`config.mk`:
```
export PLATFORM = sky130hd
export DESIGN_NAME = fpkm_key_menu
export DESIGN_NICKNAME = d
export VERILOG_FILES = /design/src/rtl/fpkm_key_filter.v /design/src/rtl/fpkm_key_menu.v
export VERILOG_INCLUDE_DIRS = /design/src /design/src/include
export SDC_FILE = /design/constraint.sdc
export NUM_CORES = 2
export LEC_CHECK = 0
export ABC_AREA = 0
export BUFFER_PORTS_ARGS = -buffer_cell sky130_fd_sc_hd__buf_2
export CAP_MARGIN = 5
export CORE_MARGIN = 1.5
export CORE_UTILIZATION = 56
export DETAILED_ROUTE_END_ITERATION = 12
export PLACE_DENSITY = 0.88
export SYNTH_ARGS = -nofsm -noshare
export SYNTH_HDL_FRONTEND = slang
export SYNTH_SLANG_ARGS = --single-unit
```
`constraint.sdc`:
```
create_clock -name clk_in -period 25.9 [get_ports clk_in]
set_input_delay 5.18 -clock clk_in [delete_from_list [all_inputs] [get_ports clk_in]]
set_output_delay 5.18 -clock clk_in [all_outputs]
set_load 0.02 [all_outputs]
```
`src/include/fpkm_defines.vh`:
```
// front panel key menu: constants shared by the key menu design files
// assumes a single 50 MHz clock and plain Verilog-2005 tools
`ifndef FPKM_DEFINES_VH
`define FPKM_DEFINES_VH

// ******************************************
// timing
// ******************************************
`define FPKM_CLK_HZ        50000000
`define FPKM_DEBOUNCE_US   10000
`define FPKM_HOLD_MS       1000
`define FPKM_SEC_RPT_MS    200
`define FPKM_LINE_RPT_MS   100
`define FPKM_FLASH_MS      2000
`define FPKM_DEBOUNCE_CYC  (`FPKM_CLK_HZ / 1000000 * `FPKM_DEBOUNCE_US)
`define FPKM_HOLD_CYC      (`FPKM_CLK_HZ / 1000 * `FPKM_HOLD_MS)
`define FPKM_SEC_RPT_CYC   (`FPKM_CLK_HZ / 1000 * `FPKM_SEC_RPT_MS)
`define FPKM_LINE_RPT_CYC  (`FPKM_CLK_HZ / 1000 * `FPKM_LINE_RPT_MS)
`define FPKM_FLASH_CYC     (`FPKM_CLK_HZ / 1000 * `FPKM_FLASH_MS)

// ******************************************
// key indices
// ******************************************
`define FPKM_NKEYS         13
`define FPKM_K_SETVIEW     0
`define FPKM_K_ACTVIEW     1
`define FPKM_K_COMMIT      2
`define FPKM_K_STOP        3
`define FPKM_K_RESET       4
`define FPKM_K_STARTA      5
`define FPKM_K_STARTB      6
`define FPKM_K_SECUP       7
`define FPKM_K_SECDN       8
`define FPKM_K_LINEL       9
`define FPKM_K_LINER       10
`define FPKM_K_VALUP       11
`define FPKM_K_VALDN       12

// ******************************************
// menu geometry and trip kinds
// ******************************************
`define FPKM_SP_PAGES      3'h6
`define FPKM_ACT_PAGES     3'h4
`define FPKM_TRIP_W        4
`define FPKM_GUARD_RST     4'h7

`endif

```
`src/rtl/fpkm_key_filter.v`:
```
// front panel key menu: one key debouncer with press and hold-repeat pulses
// assumes the key level is already synchronised to clk_in
`timescale 1ns/1ns
module fpkm_key_filter #(
  parameter DEB_CYC = 500000,
  parameter HOLD_CYC = 50000000,
  parameter RPT_CYC = 10000000
) (
  // clock and reset
  input  wire clk_in,
  input  wire sys_rst_in,
  // key level and actions
  input  wire key_in,
  output reg  press_out,
  output reg  repeat_out
);

  reg  [31:0] deb_cnt_q;
  reg  [31:0] hold_cnt_q;
  reg         state_q;

  // debounce: level must hold steady for the whole window before it counts
  always @(posedge clk_in or posedge sys_rst_in) begin
    if (sys_rst_in) begin
      deb_cnt_q  <= 32'h0;
      hold_cnt_q <= 32'h0;
      state_q    <= 1'b0;
      press_out  <= 1'b0;
      repeat_out <= 1'b0;
    end else begin
      press_out  <= 1'b0;
      repeat_out <= 1'b0;
      if (key_in == state_q) begin
        deb_cnt_q <= 32'h0;
      end else if (deb_cnt_q >= DEB_CYC - 1) begin
        deb_cnt_q <= 32'h0;
        state_q   <= key_in;
        press_out <= key_in;
      end else begin
        deb_cnt_q <= deb_cnt_q + 32'h1;
      end
      // hold timer: first repeat after the hold time plus one repeat period, then every repeat period
      if (!state_q) begin
        hold_cnt_q <= 32'h0;
      end else if (hold_cnt_q >= HOLD_CYC + RPT_CYC - 1) begin
        hold_cnt_q <= HOLD_CYC;
        repeat_out <= 1'b1;
      end else begin
        hold_cnt_q <= hold_cnt_q + 32'h1;
      end
    end
  end

endmodule // fpkm_key_filter

```
`src/rtl/fpkm_key_menu.v`:
```
// front panel key menu: keypad command interpreter for a motor relay
// assumes raw key levels from the keypad, setpoint store and trip logic outside
`timescale 1ns/1ns
`include "fpkm_defines.vh"
module fpkm_key_menu #(
  parameter VAL_W      = 16,
  parameter SEC_W      = 4,
  parameter LINE_W     = 5,
  parameter DEB_CYC    = `FPKM_DEBOUNCE_CYC,
  parameter HOLD_CYC   = `FPKM_HOLD_CYC,
  parameter SRPT_CYC   = `FPKM_SEC_RPT_CYC,
  parameter LRPT_CYC   = `FPKM_LINE_RPT_CYC,
  parameter FLASH_CYC  = `FPKM_FLASH_CYC
) (
  // clock and reset
  input  wire                      clk_in,
  input  wire                      sys_rst_in,
  // raw keypad levels, one bit per key, high while pressed
  input  wire [`FPKM_NKEYS-1:0]    keys_in,
  // menu geometry from the message tables
  input  wire [SEC_W-1:0]          last_sec_in,
  input  wire [LINE_W-1:0]         last_line_in,
  input  wire                      is_setpoint_in,
  input  wire [VAL_W-1:0]          val_min_in,
  input  wire [VAL_W-1:0]          val_max_in,
  // setpoint store
  input  wire [VAL_W-1:0]          stored_val_in,
  output reg  [VAL_W-1:0]          edit_val_out,
  output reg                       store_wr_out,
  output reg  [VAL_W-1:0]          store_data_out,
  output reg                       default_sel_out,
  // display position and messages
  output reg                       mode_sp_out,
  output reg  [2:0]                page_out,
  output reg  [SEC_W-1:0]          sec_out,
  output reg  [LINE_W-1:0]         line_out,
  output reg                       msg_stored_out,
  output reg                       msg_no_reset_out,
  // remote start sources
  input  wire                      rear_start_a_in,
  input  wire                      rear_start_b_in,
  input  wire                      ser_start_a_in,
  input  wire                      ser_start_b_in,
  // trip logic
  input  wire [`FPKM_TRIP_W-1:0]   trip_kind_in,
  input  wire                      trip_cause_in,
  input  wire                      lockout_assign_in,
  input  wire                      lockout_rst_in,
  output reg                       tripped_out,
  input  wire                      trip_set_in,
  // contactor relays and start sequencer
  output reg                       relay_a_out,
  output reg                       relay_b_out,
  output reg                       start_a_out,
  output reg                       start_b_out
);

  // ******************************************
  // input synchronisers
  // ******************************************
  localparam NS = `FPKM_NKEYS + 4;
  wire [NS-1:0] raw_w = {rear_start_a_in, rear_start_b_in, lockout_rst_in,
                         trip_cause_in, keys_in};
  reg  [NS-1:0] sync1_q;
  reg  [NS-1:0] sync2_q;
  reg           rsa_q;
  reg           rsb_q;
  reg           lrst_q;

  // two flops on the keys, rear starts, lockout reset and trip cause; edge detect only looks at the second stage
  always @(posedge clk_in or posedge sys_rst_in) begin
    if (sys_rst_in) begin
      sync1_q <= {NS{1'b0}};
      sync2_q <= {NS{1'b0}};
      rsa_q   <= 1'b0;
      rsb_q   <= 1'b0;
      lrst_q  <= 1'b0;
    end else begin
      sync1_q <= raw_w;
      sync2_q <= sync1_q;
      rsa_q   <= sync2_q[NS-1];
      rsb_q   <= sync2_q[NS-2];
      lrst_q  <= sync2_q[NS-3];
    end
  end

  wire       cause_w   = sync2_q[NS-4];
  wire       rear_a_w  = sync2_q[NS-1] & ~rsa_q;
  wire       rear_b_w  = sync2_q[NS-2] & ~rsb_q;
  wire       lock_w    = sync2_q[NS-3] & ~lrst_q;

  // ******************************************
  // key filters
  // ******************************************
  wire [`FPKM_NKEYS-1:0] press_w;
  wire [`FPKM_NKEYS-1:0] rpt_w;

  // navigation keys repeat; sections slower than lines
  genvar gi;
  generate
    for (gi = 0; gi < `FPKM_NKEYS; gi = gi + 1) begin : g_key
      localparam RP = (gi == `FPKM_K_LINEL || gi == `FPKM_K_LINER) ? LRPT_CYC : SRPT_CYC;
      wire rpt_raw;
      fpkm_key_filter #(
        .DEB_CYC  (DEB_CYC),
        .HOLD_CYC (HOLD_CYC),
        .RPT_CYC  (RP)
      ) u_filt (
        .clk_in     (clk_in),
        .sys_rst_in (sys_rst_in),
        .key_in     (sync2_q[gi]),
        .press_out  (press_w[gi]),
        .repeat_out (rpt_raw)
      );
      assign rpt_w[gi] = (gi >= `FPKM_K_SECUP && gi <= `FPKM_K_LINER) ? rpt_raw : 1'b0;
    end
  endgenerate

  wire [`FPKM_NKEYS-1:0] act_w = press_w | rpt_w;

  // ******************************************
  // menu state machine
  // ******************************************
  localparam ST_ACT = 2'b01;
  localparam ST_SP  = 2'b10;
  reg [1:0] st_q;
  reg       edited_q;
  reg [31:0] flash_cnt_q;

  // guarded trips may only be cleared from the lockout input when assigned
  wire guarded_w  = lockout_assign_in && (trip_kind_in <= `FPKM_GUARD_RST);
  wire front_rst_w = press_w[`FPKM_K_RESET] & ~guarded_w;
  wire rst_req_w  = front_rst_w | (lock_w & guarded_w);

  // navigation, editing, commit and message flash
  always @(posedge clk_in or posedge sys_rst_in) begin
    if (sys_rst_in) begin
      st_q            <= ST_ACT;
      page_out        <= 3'h0;
      sec_out         <= {SEC_W{1'b0}};
      line_out        <= {LINE_W{1'b0}};
      mode_sp_out     <= 1'b0;
      edit_val_out    <= {VAL_W{1'b0}};
      edited_q        <= 1'b0;
      store_wr_out    <= 1'b0;
      store_data_out  <= {VAL_W{1'b0}};
      default_sel_out <= 1'b0;
      msg_stored_out  <= 1'b0;
      flash_cnt_q     <= 32'h0;
    end else begin
      store_wr_out    <= 1'b0;
      default_sel_out <= 1'b0;
      // shown value follows the stored one until the user edits it
      if (!edited_q) begin
        edit_val_out <= stored_val_in;
      end
      if (flash_cnt_q != 32'h0) begin
        flash_cnt_q <= flash_cnt_q - 32'h1;
      end else begin
        msg_stored_out <= 1'b0;
      end
      case (st_q)
        ST_ACT: begin
          mode_sp_out <= 1'b0;
          if (press_w[`FPKM_K_SETVIEW]) begin
            st_q     <= ST_SP;
            page_out <= 3'h0;
            sec_out  <= {SEC_W{1'b0}};
            line_out <= {LINE_W{1'b0}};
          end else if (press_w[`FPKM_K_ACTVIEW]) begin
            page_out <= (page_out == `FPKM_ACT_PAGES - 3'h1) ? 3'h0 : page_out + 3'h1;
            sec_out  <= {SEC_W{1'b0}};
            line_out <= {LINE_W{1'b0}};
          end else if (press_w[`FPKM_K_COMMIT]) begin
            default_sel_out <= 1'b1;
          end
        end
        ST_SP: begin
          mode_sp_out <= 1'b1;
          if (press_w[`FPKM_K_SETVIEW]) begin
            page_out <= (page_out == `FPKM_SP_PAGES - 3'h1) ? 3'h0 : page_out + 3'h1;
            sec_out  <= {SEC_W{1'b0}};
            line_out <= {LINE_W{1'b0}};
            edited_q <= 1'b0;
          end else if (press_w[`FPKM_K_ACTVIEW]) begin
            st_q     <= ST_ACT;
            page_out <= 3'h0;
            sec_out  <= {SEC_W{1'b0}};
            line_out <= {LINE_W{1'b0}};
            edited_q <= 1'b0;
          end else if (press_w[`FPKM_K_COMMIT] && is_setpoint_in) begin
            store_wr_out   <= 1'b1;
            store_data_out <= edit_val_out;
            edited_q       <= 1'b0;
            msg_stored_out <= 1'b1;
            flash_cnt_q    <= FLASH_CYC - 1; // flag stands exactly FLASH_CYC cycles
          end else if (act_w[`FPKM_K_VALUP] && is_setpoint_in) begin
            edited_q <= 1'b1;
            if (edit_val_out < val_max_in) begin
              edit_val_out <= edit_val_out + {{(VAL_W-1){1'b0}}, 1'b1};
            end
          end else if (act_w[`FPKM_K_VALDN] && is_setpoint_in) begin
            edited_q <= 1'b1;
            if (edit_val_out > val_min_in) begin
              edit_val_out <= edit_val_out - {{(VAL_W-1){1'b0}}, 1'b1};
            end
          end
        end
        default: begin
          st_q <= ST_ACT;
        end
      endcase
      // section and line moves are common to both views
      if (!press_w[`FPKM_K_SETVIEW] && !press_w[`FPKM_K_ACTVIEW]) begin
        if (act_w[`FPKM_K_SECDN] && sec_out != last_sec_in) begin
          sec_out  <= sec_out + {{(SEC_W-1){1'b0}}, 1'b1};
          line_out <= {LINE_W{1'b0}};
          edited_q <= 1'b0;
        end else if (act_w[`FPKM_K_SECUP] && sec_out != {SEC_W{1'b0}}) begin
          sec_out  <= sec_out - {{(SEC_W-1){1'b0}}, 1'b1};
          line_out <= {LINE_W{1'b0}};
          edited_q <= 1'b0;
        end else if (act_w[`FPKM_K_LINER] && line_out != last_line_in) begin
          line_out <= line_out + {{(LINE_W-1){1'b0}}, 1'b1};
          edited_q <= 1'b0;
        end else if (act_w[`FPKM_K_LINEL] && line_out != {LINE_W{1'b0}}) begin
          line_out <= line_out - {{(LINE_W-1){1'b0}}, 1'b1};
          edited_q <= 1'b0;
        end
      end
    end
  end

  // ******************************************
  // trip, stop and start commands
  // ******************************************
  // stop wins over any start in the same cycle, and a trip blocks starts
  always @(posedge clk_in or posedge sys_rst_in) begin
    if (sys_rst_in) begin
      tripped_out      <= 1'b0;
      msg_no_reset_out <= 1'b0;
      relay_a_out      <= 1'b0;
      relay_b_out      <= 1'b0;
      start_a_out      <= 1'b0;
      start_b_out      <= 1'b0;
    end else begin
      start_a_out <= 1'b0;
      start_b_out <= 1'b0;
      if (press_w[`FPKM_K_RESET] || lock_w) begin
        msg_no_reset_out <= 1'b0;
      end
      // a new trip wins over a reset in the same cycle
      if (trip_set_in) begin
        tripped_out <= 1'b1;
      end else if (rst_req_w && tripped_out) begin
        if (cause_w) begin
          msg_no_reset_out <= 1'b1;
        end else begin
          tripped_out <= 1'b0;
        end
      end
      if (press_w[`FPKM_K_STOP] || trip_set_in) begin
        relay_a_out <= 1'b0;
        relay_b_out <= 1'b0;
      end else if (!tripped_out) begin
        if (press_w[`FPKM_K_STARTA] || rear_a_w || ser_start_a_in) begin
          start_a_out <= 1'b1;
          relay_a_out <= 1'b1;
          relay_b_out <= 1'b0;
        end else if (press_w[`FPKM_K_STARTB] || rear_b_w || ser_start_b_in) begin
          start_b_out <= 1'b1;
          relay_b_out <= 1'b1;
          relay_a_out <= 1'b0;
        end
      end
    end
  end

endmodule // fpkm_key_menu

```
==> impl_metrics.csv <==
group,metric,value,unit
status,status,"completed",
routing,drtIter0Drc,1503,
clock_network,cts_setup_buffers,0,
routing,drcViolationCount,0,
critical_path,end_kind,"flip-flop",
critical_path,cp_slowest_stage_delay,720,ps
yosys,seq_area_frac_synth,57.82,%
yosys,async_reset_ff_share,100.0,%
clock_network,worstSkewPairLatency,600,ps
floorplan,die_h,235.6,µm
placement,gp_congestion,0.8881,
yosys,synthFlopType,"dfrtp_1",
clock_network,cts_sinks,700,
pwr,cellPowerDensity,73.15,mW/mm²
routing,vias,21460,
sta,fin_crit_sh,29.46,%
pwr,ir_worst_vdd,0.06310,mV
routing,ant_nets,0,
yosys,yosys_warnings,0,
sta,hold_violations,0,
floorplan,die_area,0.05551,mm²
critical_path,start_kind,"primary input",
sta,setup_tns,0,ps
sta,rsz0062_at_grt,"false",
grt,grt_pass1_vias,22040,
grt,grt_pass1_wl,106200,µm
yosys,synth_top_family_by_area,"simple AND/OR/NAND/NOR gates",
clock_network,cts.repair.resized,0,
routing,dr.pass1.iters,5,
yosys,synth_cell_types,73,
final_layout,final_net_count,3334,
critical_path,critPathSlowestCell,"a21boi_1",
critical_path,cp.required,26390,ps
critical_path,worstPathArrival,8120,ps
sta,relSlewSlack,30.22,%
grt,antenna_found_initial,3,
routing,wl,62940,µm
yosys,synth.most_common_cell,"dfrtp_1",
yosys,synthTopCellsByCount,"699 x dfrtp_1, 437 x nor2_1, 265 x nand2_1, 212 x xor2_1, 157 x xnor2_1",
floorplan,die_w,235.6,µm
sta,setup_viol,0,
grt,grt-ovfl-total,0,
critical_path,cp_common_cell,"o21ai_0",
clock_network,postCtsHoldBufs,0,
pwr,p_total,2553,µW
yosys,synth_edf_count,0,
placement,dp_hpwl,39980,µm
final_layout,multi_input_comb_area,0.01296,mm²
floorplan,initial_utilization,56.52,%
floorplan,rows,85,
final_layout,drive_above_1_share,9.602,%
grt,grt_max_degree,192,
placement,pre_cts_ws,17730,ps
yosys,avgSynthCellArea,10.66,µm²
yosys,synth_top_area_cell,"dfrtp_1",
run,drv_cap,0,
yosys,synthTopCellsByArea,"dfrtp_1 58%, xor2_1 6.1%, nor2_1 5.4%",
critical_path,criticalPathCategory,"in2reg",
clock_network,cts_tree,"built",
sta,worstMarginPinSlew,1047,ps
yosys,synth-compound-area-share,5.967,%
critical_path,crit_fanout,13,
yosys,synth_seq_cells,700,
clock_network,clkTransAtPathRegs,60,ps
clock_network,cts_buffer_depth,3,
placement,numPortBuffers,135,
yosys,synth_cells,2841,
yosys,synthSimpleGateAreaFrac,20.24,%
critical_path,crit_chain,"buf_2 > inv_1 > ha_1 > a211oi_1 > o21ai_0 > a21oi_1 > o21ai_0 > buf_4 > a21oi_2 > a21boi_1 > nor2_1 > a221o_1",
routing,routedWlPerCell,15.98,µm
sta,drv_slew,0,
sta,clock-skew-final,16.28,ps
pwr,leakage,0.01528,µW
yosys,synthXorXnorAreaFrac,10.67,%
final_layout,syn2layout_area_growth,15.18,%
min_path,hold_path.class,"reg2reg",
sta,fin_crit,7630,ps
final_layout,regArea,0.01752,mm²
sta,max_freq,131.1,MHz
yosys,muxShareOfSynthArea,0.8507,%
yosys,synth_adder_area_share,2.602,%
yosys,synth_area,0.03030,mm²
routing,vias_per_cell,5.449,
floorplan,core-area,0.05360,mm²
floorplan,io_pins,139,
clock_network,cts_buffers,71,
grt,grt_usage,23.29,%
sta,setup_slack,18270,ps
yosys,yosysTopAreaCellShare,57.73,%
final_layout,fill_cells,3907,
clock_network,cts_root_buf,"clkbuf_16",
clock_network,htree_levels,3,
==> sequential cells by signal (all words and copies together), names as in the netlist, 16 cells and up <==
name / cells
edit_val_out: 16
sync2_q: 17
flash_cnt_q: 32
g_key.u_filt.hold_cnt_q: 128
sync1_q: 17
g_key.u_filt.deb_cnt_q: 416
store_data_out: 16
==> power breakdown <==
| group | internal [µW] | switching (µW) | leakage, µW |
|---|---|---|---|
| sequential | 1150 | 71.5 | 0.00889 |
| clock | 647 | 428 | 0.00120 |
| combinational | 92.6 | 160 | 0.00519 |
==> stage by stage <==
step | cell area [µm²] | utilization [%] | hold slack [ps] | cells
6_report | 34900 | 65.10 | 343.2 | 3938
5_1_grt | 34890 | 65.10 | 353.2 | 3937
4_1_cts | 34890 | 65.09 | 345.9 | 3935
3_5_place_dp | 32430 | 60.50 | 334.7 | 3809
3_3_place_gp | 32430 | 60.50 | 332.4 | 3809
2_1_floorplan | 31020 | - | 331.2 | 3033
==> cell families after synthesis <==
family          Yosys count
simple gates           1266
fa+ha+maj                63
xor+xnor                369
flops                   700
buf+inv                 146
other cells               1
mux                      24
compound gates          272
==> worst max-delay path, delay by kind of cell <==
kind	cells	cell delay, ps
AOI/OAI and AO/OA	7	2160
adders and majority gates	1	270
buffers and inverters	3	420
and+or+nand+nor	1	90
==> routing by layer <==
layer	up-vias	GRT usage, %	wire length [µm]
met3	131	4.092	3444
li1	10220	-	-
met4	2	7.761	1713
met1	10530	29.62	26180
met2	581	40.44	31590
met5	-	0	9
==> path summary, 6_finish.rpt <==
path / depth (start not counted) / end / slack [ps] / start
worst min-delay path: 0 / sync2_q[3] / 340 / sync1_q[3]
worst max-delay path: 12 / edit_val_out[15] / 18270 / val_max_in[2]
max in group asynchronous: 4 / g_key[10].u_filt.deb_cnt_q[15] / 18900 / sys_rst_in
worst min register to register: 0 / sync2_q[3] / 340 / sync1_q[3]
worst max register to register: 6 / edit_val_out[15] / 22360 / g_key[0].u_filt.press_out
min in group asynchronous: 2 / sync1_q[8] / 4680 / sys_rst_in
==> cell usage in the layout, fill, tap and decap left out, types with 80 or more instances in the layout <==
cell type and count:
and3_1 88, buf_2 135, conb_1 193, dfrtp_1 699
inv_1 80, nand2_1 265, nand3_1 151, nor2_1 437
xnor2_1 157, xor2_1 212
==> final cells by class <==
| type | instances | area share [%] |
|---|---|---|
| multi-input cells | 2187 | 37.13 |
| well taps | 696 | 2.496 |
| diodes | 3 | 0.02151 |
| inverters | 82 | 0.9035 |
| repair buffers | 144 | 2.202 |
| flip-flops and latches | 700 | 50.20 |
| clock inverters | 29 | 1.172 |
| clock buffers | 97 | 5.873 |
Note: power is estimated with default switching activity, not from simulation.
